$ cat src/shared/spi_master_consts.svh
// Constants for the serial unit in SPI master mode
`ifndef SPI_MASTER_CONSTS_SVH
`define SPI_MASTER_CONSTS_SVH
`define MODE_SPI_MASTER 2'h3
`define BAUD_RESET 12'h000
`define BAUD_WIDTH 12
`define BITS_PER_BYTE 4'h8
`endif

$ cat src/shared/spi_master_pkg.sv
// Types for the serial unit in SPI master mode
`default_nettype none
package spi_master_pkg;
  typedef struct packed {
    logic [1:0] serial_mode_select;
    logic clock_polarity_select;
    logic clock_phase_select;
    logic data_order_select;
    logic transmitter_enable;
    logic receiver_enable;
  } frame_cfg_s;
  typedef enum logic [2:0] {
    ST_IDLE = 3'b001,
    ST_LEAD = 3'b010,
    ST_TRAIL = 3'b100
  } xfer_state_e;
endpackage : spi_master_pkg
`default_nettype wire

$ cat src/hw/baud_divider_gen.sv
// Baud divider producing one-cycle half-bit enable pulses
`timescale 1ns/10ps
`default_nettype none
`include "spi_master_consts.svh"
module baud_divider_gen #(
  parameter int WIDTH = `BAUD_WIDTH
) (
  input wire logic clk_i,
  input wire logic rst_b_i,
  input wire logic run_i,
  input wire logic [WIDTH-1:0] baud_divider_i,
  output logic tick_o
);
  logic [WIDTH-1:0] cnt_q;
  logic [WIDTH-1:0] cnt_d;
  logic tick_d;
  // Half period is divider+1 clocks: rate f/(2(div+1)), at most f/2
  always_comb
  begin
    cnt_d = cnt_q;
    tick_d = 1'b0;
    if (!run_i)
    begin
      cnt_d = '0;
    end
    else if (cnt_q >= baud_divider_i)
    begin
      cnt_d = '0;
      tick_d = 1'b1;
    end
    else
    begin
      cnt_d = cnt_q + WIDTH'(1);
    end
  end
  always_ff @(posedge clk_i or negedge rst_b_i)
  begin
    if (!rst_b_i)
    begin
      cnt_q <= '0;
      tick_o <= 1'b0;
    end
    else
    begin
      cnt_q <= cnt_d;
      tick_o <= tick_d;
    end
  end
endmodule : baud_divider_gen
`default_nettype wire

$ cat src/hw/serial_master_spi_unit.sv
// Serial unit operating as SPI master with double-buffered transmit
`timescale 1ns/10ps
`default_nettype none
`include "spi_master_consts.svh"
// Operation
// [RL1] Mode select both ones makes the unit an SPI master.
// [RL2] No parity, recovery or async controllers in this mode.
// [RL3] All four clock modes via polarity and phase bits.
// [RL4] One data-order bit picks LSB or MSB first for both directions.
// [RL5] Changing data order mid-transfer corrupts it; nothing guards against it.
// [RL6] Transmit is double buffered; next byte may be written while shifting.
// [RL7] Serial clock rate is clock over two times divider plus one.
// [RL8] Fastest serial clock is half the system clock.
// [RL9] Only internal clock; always master, never slave.
// [RL10] Software sets the clock pin direction to output first.
// [RL11] Divider held zero at enable, then loaded before first transfer.
// [RL12] Baud divider resets to zero.
// [RL13] Two queued bytes form 16 bits; transmit complete after both.
// [RL14] Transmitter runs alone; receiver needs the transmitter enabled.
// [RL15] Software changes settings only while idle.
// [RL16] Software clears transmit complete before each data write.
// [RL17] Full duplex; one bit out and one bit in per clock period.
// [RL18] Software disables interrupts globally during initialization.
// [RL19] Polarity sets idle clock; phase picks leading or trailing sample edge.
// [RL20] Receive complete set on full byte, cleared on data read.
module serial_master_spi_unit #(
  parameter int BAUD_W = `BAUD_WIDTH
) (
  input wire logic clk_i,
  input wire logic rst_b_i,
  input wire spi_master_pkg::frame_cfg_s cfg_i,
  input wire logic baud_wr_i,
  input wire logic [BAUD_W-1:0] baud_wdata_i,
  input wire logic data_wr_i,
  input wire logic [7:0] data_wdata_i,
  input wire logic data_rd_i,
  input wire logic txc_clr_i,
  input wire logic miso_i,
  output logic serial_clock_pin_o,
  output logic mosi_o,
  output logic [7:0] data_rdata_o,
  output logic buffer_empty_o,
  output logic transmit_complete_flag_o,
  output logic receive_complete_flag_o,
  output logic [BAUD_W-1:0] baud_divider_o
);
  spi_master_pkg::xfer_state_e st_q, st_d;
  logic active;
  logic tx_on;
  logic tick;
  logic [BAUD_W-1:0] baud_q, baud_d;
  logic [7:0] buf_q, buf_d;
  logic buf_full_q, buf_full_d;
  logic [7:0] sh_q, sh_d;
  logic [7:0] rx_q, rx_d;
  logic [3:0] cnt_q, cnt_d;
  logic sck_q, sck_d;
  logic mosi_q, mosi_d;
  logic miso_q, miso_d;
  logic txc_q, txc_d;
  logic rxc_q, rxc_d;
  logic [7:0] rd_q, rd_d;
  logic byte_done;

  function automatic logic out_bit(input logic [7:0] v, input logic lsb_first);
    out_bit = lsb_first ? v[0] : v[7];
  endfunction : out_bit

  function automatic logic [7:0] shift_in(input logic [7:0] v, input logic lsb_first,
                                         input logic b);
    shift_in = lsb_first ? {b, v[7:1]} : {v[6:0], b};
  endfunction : shift_in

  assign active = (cfg_i.serial_mode_select == `MODE_SPI_MASTER); // RL1 RL2 RL9
  assign tx_on = active && cfg_i.transmitter_enable; // RL14

  baud_divider_gen #(
    .WIDTH(BAUD_W)
  ) u_baud (
    .clk_i(clk_i),
    .rst_b_i(rst_b_i),
    .run_i(st_q != spi_master_pkg::ST_IDLE),
    .baud_divider_i(baud_q), // RL7 RL8
    .tick_o(tick)
  );

  always_comb
  begin
    st_d = st_q;
    baud_d = baud_wr_i ? baud_wdata_i : baud_q;
    buf_d = buf_q;
    buf_full_d = buf_full_q;
    sh_d = sh_q;
    rx_d = rx_q;
    cnt_d = cnt_q;
    sck_d = sck_q;
    mosi_d = mosi_q;
    miso_d = miso_q;
    txc_d = txc_q;
    rxc_d = rxc_q;
    rd_d = rd_q;
    byte_done = 1'b0;
    if (data_wr_i && tx_on)
    begin
      buf_d = data_wdata_i; // RL6
      buf_full_d = 1'b1;
    end
    if (txc_clr_i)
    begin
      txc_d = 1'b0;
    end
    if (data_rd_i)
    begin
      rxc_d = 1'b0; // RL20
    end
    case (st_q)
      spi_master_pkg::ST_IDLE:
      begin
        sck_d = cfg_i.clock_polarity_select; // RL19
        if (tx_on && buf_full_q)
        begin
          sh_d = buf_q;
          buf_full_d = data_wr_i;
          cnt_d = '0;
          mosi_d = out_bit(buf_q, cfg_i.data_order_select); // RL4
          st_d = spi_master_pkg::ST_LEAD;
        end
      end
      spi_master_pkg::ST_LEAD:
      begin
        if (tick)
        begin
          sck_d = ~sck_q; // RL3
          if (!cfg_i.clock_phase_select)
          begin
            miso_d = miso_i; // RL19
          end
          else
          begin
            mosi_d = out_bit(sh_q, cfg_i.data_order_select);
          end
          st_d = spi_master_pkg::ST_TRAIL;
        end
      end
      spi_master_pkg::ST_TRAIL:
      begin
        if (tick)
        begin
          sck_d = ~sck_q;
          // Data order read live each bit, so changing it mid-byte corrupts
          rx_d = shift_in(rx_q, cfg_i.data_order_select,
                          cfg_i.clock_phase_select ? miso_i : miso_q); // RL5 RL17
          sh_d = shift_in(sh_q, cfg_i.data_order_select, 1'b0);
          cnt_d = cnt_q + 4'h1;
          st_d = spi_master_pkg::ST_LEAD;
          if (!cfg_i.clock_phase_select)
          begin
            mosi_d = out_bit(shift_in(sh_q, cfg_i.data_order_select, 1'b0),
                             cfg_i.data_order_select);
          end
          if (cnt_q == `BITS_PER_BYTE - 4'h1)
          begin
            byte_done = 1'b1;
            if (buf_full_q && tx_on)
            begin
              sh_d = buf_q; // RL13
              buf_full_d = data_wr_i;
              cnt_d = '0;
              if (!cfg_i.clock_phase_select)
              begin
                mosi_d = out_bit(buf_q, cfg_i.data_order_select);
              end
            end
            else
            begin
              st_d = spi_master_pkg::ST_IDLE;
              txc_d = 1'b1; // RL13
            end
          end
        end
      end
      default:
      begin
        st_d = spi_master_pkg::ST_IDLE;
      end
    endcase
    if (byte_done && cfg_i.receiver_enable)
    begin
      rd_d = shift_in(rx_q, cfg_i.data_order_select,
                      cfg_i.clock_phase_select ? miso_i : miso_q);
      rxc_d = 1'b1; // RL20
    end
    if (!tx_on)
    begin
      st_d = spi_master_pkg::ST_IDLE;
      buf_full_d = 1'b0;
    end
  end

  always_ff @(posedge clk_i or negedge rst_b_i)
  begin
    if (!rst_b_i)
    begin
      st_q <= spi_master_pkg::ST_IDLE;
      baud_q <= `BAUD_RESET; // RL12
      buf_q <= 8'h00;
      buf_full_q <= 1'b0;
      sh_q <= 8'h00;
      rx_q <= 8'h00;
      cnt_q <= 4'h0;
      sck_q <= 1'b0;
      mosi_q <= 1'b0;
      miso_q <= 1'b0;
      txc_q <= 1'b0;
      rxc_q <= 1'b0;
      rd_q <= 8'h00;
    end
    else
    begin
      st_q <= st_d;
      baud_q <= baud_d;
      buf_q <= buf_d;
      buf_full_q <= buf_full_d;
      sh_q <= sh_d;
      rx_q <= rx_d;
      cnt_q <= cnt_d;
      sck_q <= sck_d;
      mosi_q <= mosi_d;
      miso_q <= miso_d;
      txc_q <= txc_d;
      rxc_q <= rxc_d;
      rd_q <= rd_d;
    end
  end

  assign serial_clock_pin_o = sck_q;
  assign mosi_o = mosi_q;
  assign data_rdata_o = rd_q;
  assign buffer_empty_o = ~buf_full_q;
  assign transmit_complete_flag_o = txc_q;
  assign receive_complete_flag_o = rxc_q;
  assign baud_divider_o = baud_q;

  a_idle_clock: assert property (@(posedge clk_i) disable iff (!rst_b_i)
    (st_q == spi_master_pkg::ST_IDLE && $past(st_q) == spi_master_pkg::ST_IDLE &&
    $past(rst_b_i))
    |-> sck_q == $past(cfg_i.clock_polarity_select)) // RL19
    else $error("idle clock level wrong");
  a_baud_reset: assert property (@(posedge clk_i) disable iff (!rst_b_i)
    $rose(rst_b_i) |-> baud_q == '0) // RL12
    else $error("divider not zero after reset");
  a_txc_on_done: assert property (@(posedge clk_i) disable iff (!rst_b_i)
    (st_q == spi_master_pkg::ST_TRAIL && st_d == spi_master_pkg::ST_IDLE && tx_on)
    |=> txc_q) // RL13
    else $error("transmit complete missing");
  a_rxc_on_byte: assert property (@(posedge clk_i) disable iff (!rst_b_i)
    (byte_done && cfg_i.receiver_enable) |=> rxc_q) // RL20
    else $error("receive complete missing");
  a_rxc_clear: assert property (@(posedge clk_i) disable iff (!rst_b_i)
    (data_rd_i && !(byte_done && cfg_i.receiver_enable)) |=> !rxc_q) // RL20
    else $error("receive complete not cleared");
  a_no_tx_idle: assert property (@(posedge clk_i) disable iff (!rst_b_i)
    !tx_on |=> st_q == spi_master_pkg::ST_IDLE) // RL14
    else $error("shifting without transmitter");
  a_edge_on_tick: assert property (@(posedge clk_i) disable iff (!rst_b_i)
    (st_q != spi_master_pkg::ST_IDLE && tx_on && !tick) |=> $stable(sck_q)) // RL7
    else $error("clock toggled without tick");
  a_max_rate: assert property (@(posedge clk_i) disable iff (!rst_b_i)
    (st_q != spi_master_pkg::ST_IDLE && $changed(sck_q)) |=>
    (baud_q == '0 || $stable(sck_q))) // RL8
    else $error("clock faster than half rate");
  a_queue_load: assert property (@(posedge clk_i) disable iff (!rst_b_i)
    (st_q == spi_master_pkg::ST_IDLE && tx_on && buf_full_q) |=>
    st_q == spi_master_pkg::ST_LEAD) // RL6
    else $error("queued byte not started");
  c_byte: cover property (@(posedge clk_i) disable iff (!rst_b_i) byte_done);
  c_back_to_back: cover property (@(posedge clk_i) disable iff (!rst_b_i)
    byte_done && buf_full_q);
  c_mode3: cover property (@(posedge clk_i) disable iff (!rst_b_i)
    byte_done && cfg_i.clock_polarity_select && cfg_i.clock_phase_select);
endmodule : serial_master_spi_unit
`default_nettype wire

$ cat config.mk
export PLATFORM = sky130hd
export DESIGN_NAME = serial_master_spi_unit
export DESIGN_NICKNAME = d
export VERILOG_FILES = /design/src/shared/spi_master_pkg.sv /design/src/hw/baud_divider_gen.sv /design/src/hw/serial_master_spi_unit.sv
export VERILOG_INCLUDE_DIRS = /design/src /design/src/shared
export SDC_FILE = /design/constraint.sdc
export NUM_CORES = 1
export LEC_CHECK = 0
export BUFFER_PORTS_ARGS = -buffer_cell sky130_fd_sc_hd__buf_2
export CAP_MARGIN = 20
export CORE_MARGIN = 2
export CORE_UTILIZATION = 55
export DETAILED_ROUTE_END_ITERATION = 8
export GPL_TIMING_DRIVEN = 0
export HOLD_SLACK_MARGIN = 0.03
export PLACE_DENSITY_LB_ADDON = 0.3
export SYNTH_ARGS = -nofsm -noshare
export SYNTH_HDL_FRONTEND = slang
export SYNTH_HIERARCHICAL = 1
export SYNTH_SLANG_ARGS = --single-unit
$ cat constraint.sdc
create_clock -name clk_i -period 2.2 [get_ports clk_i]
set_input_delay 0.11 -clock clk_i [delete_from_list [all_inputs] [get_ports clk_i]]
set_output_delay 0.11 -clock clk_i [all_outputs]
set_load 0.005 [all_outputs]
==> run_summary.xml <==
<?xml version="1.0" encoding="UTF-8"?>
<metrics>
  <group name="status">
    <metric name="result_of_the_run" unit="">finished, final reports clean</metric>
  </group>
  <group name="pwr">
    <metric name="power.ir.vdd_worst" unit="uV">431.1</metric>
    <metric name="power-per-cell-area" unit="nW/um^2">610.3</metric>
    <metric name="static-leakage-power" unit="nW">2.189</metric>
  </group>
  <group name="route">
    <metric name="route.antenna.remaining_nets" unit="">0</metric>
    <metric name="wire_per_inst" unit="um">14.99</metric>
    <metric name="totalWireLength" unit="um">7824</metric>
    <metric name="drtPass1Iterations" unit="">4</metric>
    <metric name="detail_route.drc_violations" unit="">0</metric>
    <metric name="vias_per_cell" unit="">5.632</metric>
    <metric name="num_vias" unit="">2940</metric>
    <metric name="detailedRoute.firstIterationViolations" unit="">144</metric>
  </group>
  <group name="timing">
    <metric name="fin_skew" unit="ps">9.961</metric>
    <metric name="finalCriticalPeriod" unit="ps">1892</metric>
    <metric name="rsz0062_at_grt" unit="">no</metric>
    <metric name="maxSlewViolCount" unit="">0</metric>
    <metric name="final_period_util" unit="">0.8599</metric>
    <metric name="tightest_slew" unit="ps">890.1</metric>
    <metric name="timing.slew.headroom" unit="">0.4066</metric>
    <metric name="timing.final.setup_violations" unit="">0</metric>
    <metric name="clock.fmax" unit="GHz">0.5286</metric>
    <metric name="finalHoldViolations" unit="">0</metric>
    <metric name="fin_setup_tns" unit="ps">0</metric>
    <metric name="fin_ws" unit="ps">308.2</metric>
  </group>
  <group name="yosys">
    <metric name="yosys_warns" unit="">6</metric>
    <metric name="synth_cell_types" unit="">56</metric>
    <metric name="synth_sequential_area_ratio" unit="">0.4693</metric>
    <metric name="yosys.area_share.adder" unit="">0.04690</metric>
    <metric name="syn_avg_cell_area" unit="um^2">10.83</metric>
    <metric name="netlist_area" unit="um^2">3735</metric>
    <metric name="synth_async_sr_flop_share" unit="">1.000</metric>
    <metric name="synthesis.instances" unit="">345</metric>
    <metric name="share_of_the_synthesized_area_in_compound_gates_ao_oa_aoi_oai" unit="">0.1176</metric>
    <metric name="mappedNetlistNets" unit="">393</metric>
    <metric name="synth-xor-area-share" unit="">0.02580</metric>
    <metric name="yosys_register_bits" unit="">70</metric>
    <metric name="synth-simple-area-share" unit="">0.1548</metric>
    <metric name="synth_ff_type" unit="">sky130_fd_sc_hd__dfrtp_1</metric>
    <metric name="ranking_of_synthesized_cells_by_instance_count" unit="">69 x sky130_fd_sc_hd__dfrtp_1, 29 x sky130_fd_sc_hd__mux2_2, 27 x sky130_fd_sc_hd__nand2_1</metric>
    <metric name="synth_top_cell_by_area" unit="">sky130_fd_sc_hd__dfrtp_1</metric>
    <metric name="synth-edff-count" unit="">0</metric>
    <metric name="synthMostInstantiatedCell" unit="">sky130_fd_sc_hd__dfrtp_1</metric>
    <metric name="netlist_top_cells_area" unit="">sky130_fd_sc_hd__dfrtp_1 46%, sky130_fd_sc_hd__mux2_2 8.7%, sky130_fd_sc_hd__mux2i_1 4.8%</metric>
    <metric name="largest_family_of_logic_cells_by_synthesized_area" unit="">simple AND/OR/NAND/NOR gates</metric>
    <metric name="synthMuxAreaShare" unit="">0.1357</metric>
    <metric name="synth_top_cell_area_share" unit="">0.4623</metric>
  </group>
  <group name="die">
    <metric name="rows" unit="">30</metric>
    <metric name="coreArea" unit="um^2">6681</metric>
    <metric name="total_die_area" unit="um^2">7466</metric>
    <metric name="dieWidth" unit="um">86.41</metric>
    <metric name="start_util" unit="">0.5590</metric>
    <metric name="die_h" unit="um">86.41</metric>
    <metric name="num_io_pins" unit="">59</metric>
  </group>
  <group name="worst_setup_path">
    <metric name="reg2reg_slack" unit="ps">310</metric>
    <metric name="cp_top_family" unit="">compound AO/OA/AOI/OAI gates</metric>
    <metric name="endpoint_kind" unit="">flip-flop</metric>
    <metric name="critical_path_buf_inv_count" unit="">1</metric>
    <metric name="critical_path_class" unit="">flip-flop to flip-flop</metric>
    <metric name="crit_fanout" unit="">10</metric>
    <metric name="r2r_path_end" unit="">u_baud/cnt_q[8]$_DFF_PN0_</metric>
    <metric name="worstPathArrival" unit="ps">2110</metric>
    <metric name="critical-path-slowest-cell" unit="">sky130_fd_sc_hd__dfrtp_1</metric>
    <metric name="critical-path-max-stage-delay" unit="ps">440</metric>
    <metric name="crit_path_start_kind" unit="">flip-flop</metric>
    <metric name="wp_data_required" unit="ps">2420</metric>
    <metric name="cell_depth_of_the_worst_flop_to_flop_path" unit="">6</metric>
    <metric name="critical_path.cell_chain" unit="">ha_1, and4_1, o2111ai_2, o311ai_4, buf_6, nor3_2</metric>
    <metric name="reg2reg_from" unit="">u_baud/cnt_q[9]$_DFF_PN0_</metric>
  </group>
  <group name="global_routing">
    <metric name="grt_max_degree" unit="">71</metric>
    <metric name="antenna_found_initial" unit="">0</metric>
    <metric name="grt_first_pass_wirelength" unit="um">13160</metric>
    <metric name="grt_util_all_layers" unit="">0.2208</metric>
    <metric name="gr-total-overflow" unit="">0</metric>
    <metric name="first_global_vias" unit="">2887</metric>
  </group>
  <group name="cts">
    <metric name="clockRootBuffer" unit="">sky130_fd_sc_hd__clkbuf_8</metric>
    <metric name="tritoncts.num_buffers" unit="">9</metric>
    <metric name="clk_transition_reported_paths" unit="ps">80</metric>
    <metric name="bufs_on_longest_clock_path" unit="">2</metric>
    <metric name="clkLatencyLatePin" unit="ps">350</metric>
    <metric name="ctsHtreeMaxLevel" unit="">3</metric>
    <metric name="cts_tree" unit="">done</metric>
    <metric name="clock_sink_count" unit="">70</metric>
  </group>
  <group name="placement">
    <metric name="place_inst" unit="">482</metric>
    <metric name="place.detailed.hpwl" unit="um">5366</metric>
    <metric name="io_buffer_count" unit="">57</metric>
    <metric name="gpl.final_weighted_congestion" unit="">0.8788</metric>
    <metric name="place_worst_setup_slack" unit="ps">323.8</metric>
  </group>
  <group name="cells_and_area">
    <metric name="antenna-diode-count" unit="">0</metric>
    <metric name="final_nets" unit="">485</metric>
    <metric name="filler_cell_count" unit="">536</metric>
    <metric name="final_cell_count_no_fill" unit="">522</metric>
    <metric name="synthToLayoutAreaGrowth" unit="%">22.08</metric>
    <metric name="layout-drive-gt1-share" unit="">0.3054</metric>
  </group>
  <group name="hold_path">
    <metric name="hold_path_startpoint" unit="">baud_wr_i</metric>
    <metric name="holdPathStages" unit="">2</metric>
    <metric name="timing.hold.worst.class" unit="">input port to flip-flop</metric>
    <metric name="min_to" unit="">baud_divider_o[11]$_DFFE_PN0P_</metric>
  </group>
  <group name="flow_run">
    <metric name="max_cap_violations" unit="">0</metric>
  </group>
</metrics>
metal layers:
metal	vias to the layer above	routed length [um]	track usage
li1	1415	-	-
met1	1436	3472	0.2809
met2	79	3889	0.3699
met3	10	362	0.04857
met4	0	99	0.08239
met5	-	0	0
what timing repair did:
| item | CTS | global route |
|---|---|---|
| hold buffers | 24 | 0 |
| endpoints found under the hold margin | 92 | 0 |
| resized for setup | 0 | 0 |
| setup buffers | 0 | 0 |
| setup endpoints to repair | 0 | 0 |
where the power goes:
group	leakage [nW]	total (mW)	switching, mW	internal [mW]
Clock	0.0956	1.03	0.507	0.525
Combinational	1.21	0.325	0.144	0.181
Sequential	0.880	1.43	0.0584	1.37
Total	2.19	2.78	0.710	2.07
how the worst max path moves through the flow:
stage	from	endpoint	cells after the start
4_1_cts	u_baud/cnt_q[8]$_DFF_PN0_	u_baud/cnt_q[10]$_DFF_PN0_	6
3_5_place_dp	u_baud/cnt_q[9]$_DFF_PN0_	u_baud/cnt_q[10]$_DFF_PN0_	6
6_report	u_baud/cnt_q[9]$_DFF_PN0_	u_baud/cnt_q[8]$_DFF_PN0_	6
5_1_grt	u_baud/cnt_q[7]$_DFF_PN0_	u_baud/cnt_q[10]$_DFF_PN0_	6
2_1_floorplan	u_baud/cnt_q[9]$_DFF_PN0_	u_baud/cnt_q[10]$_DFF_PN0_	6
3_3_place_gp	u_baud/cnt_q[8]$_DFF_PN0_	u_baud/cnt_q[10]$_DFF_PN0_	6
layout by cell type, fill, tap and decap left out, drive strengths merged, types with 3 or more instances in the layout:
master and n:
nand2 27, dfrtp 69, nor3b 4, o21a 3, o22ai 3, ha 14
a21oi 12, mux2 29, mux2i 18, nor2 14, xnor2 10, clkbuf 11
nand2b 3, inv 23, nand4 5, clkinv 3, buf 71, nor2b 3
nand3 6, a21o 5, dlygate4sd3 24, nor3 18, and3 4, a31oi 3
o21ai 29
state kept, by name (all words and copies together), names as in the netlist:
name,cells
u_baud/cnt_q,12
sh_q,8
cnt_q,4
baud_divider_o,12
buf_q,8
miso_q,1
rx_q,8
st_q,3
buf_full_q,1
receive_complete_flag_o,1
data_rdata_o,8
transmit_complete_flag_o,1
mosi_o,1
u_baud/tick_o,1
serial_clock_pin_o,1
layout make-up:
cell class / count / area [um^2] / area share
repair buffers: 81 / 528.0 / 0.1158
clock inverters: 7 / 72.57 / 0.01592
clock buffers: 9 / 123.9 / 0.02717
multi-input cells: 237 / 1795 / 0.3938
flip-flops and latches: 70 / 1753 / 0.3845
inverters: 22 / 82.58 / 0.01811
plain buffers: 16 / 103.9 / 0.02278
well taps: 80 / 100.1 / 0.02195
cells by family (layout without fill, tap and decap cells):
family | count (synthesis) | in the layout
buffers and inverters | 38 | 135
AOI/OAI and AO/OA | 66 | 66
xor gates and xnor gates | 11 | 11
adders and majority gates | 14 | 14
and+or+nand+nor | 99 | 99
muxes | 47 | 47
DFF | 70 | 70
through the flow:
step	hold WS, ps	utilization	total power, mW	area, um^2
global placement	301.9	0.6167	1.726	4120
global route	52.81	0.6824	2.907	4559
detailed placement	290.6	0.6170	1.744	4123
CTS	34.06	0.6824	2.812	4559
finish	49.60	0.6824	2.783	4559
floorplan	-185.6	-	1.612	3735
Note: power is estimated with default switching activity, not from simulation.
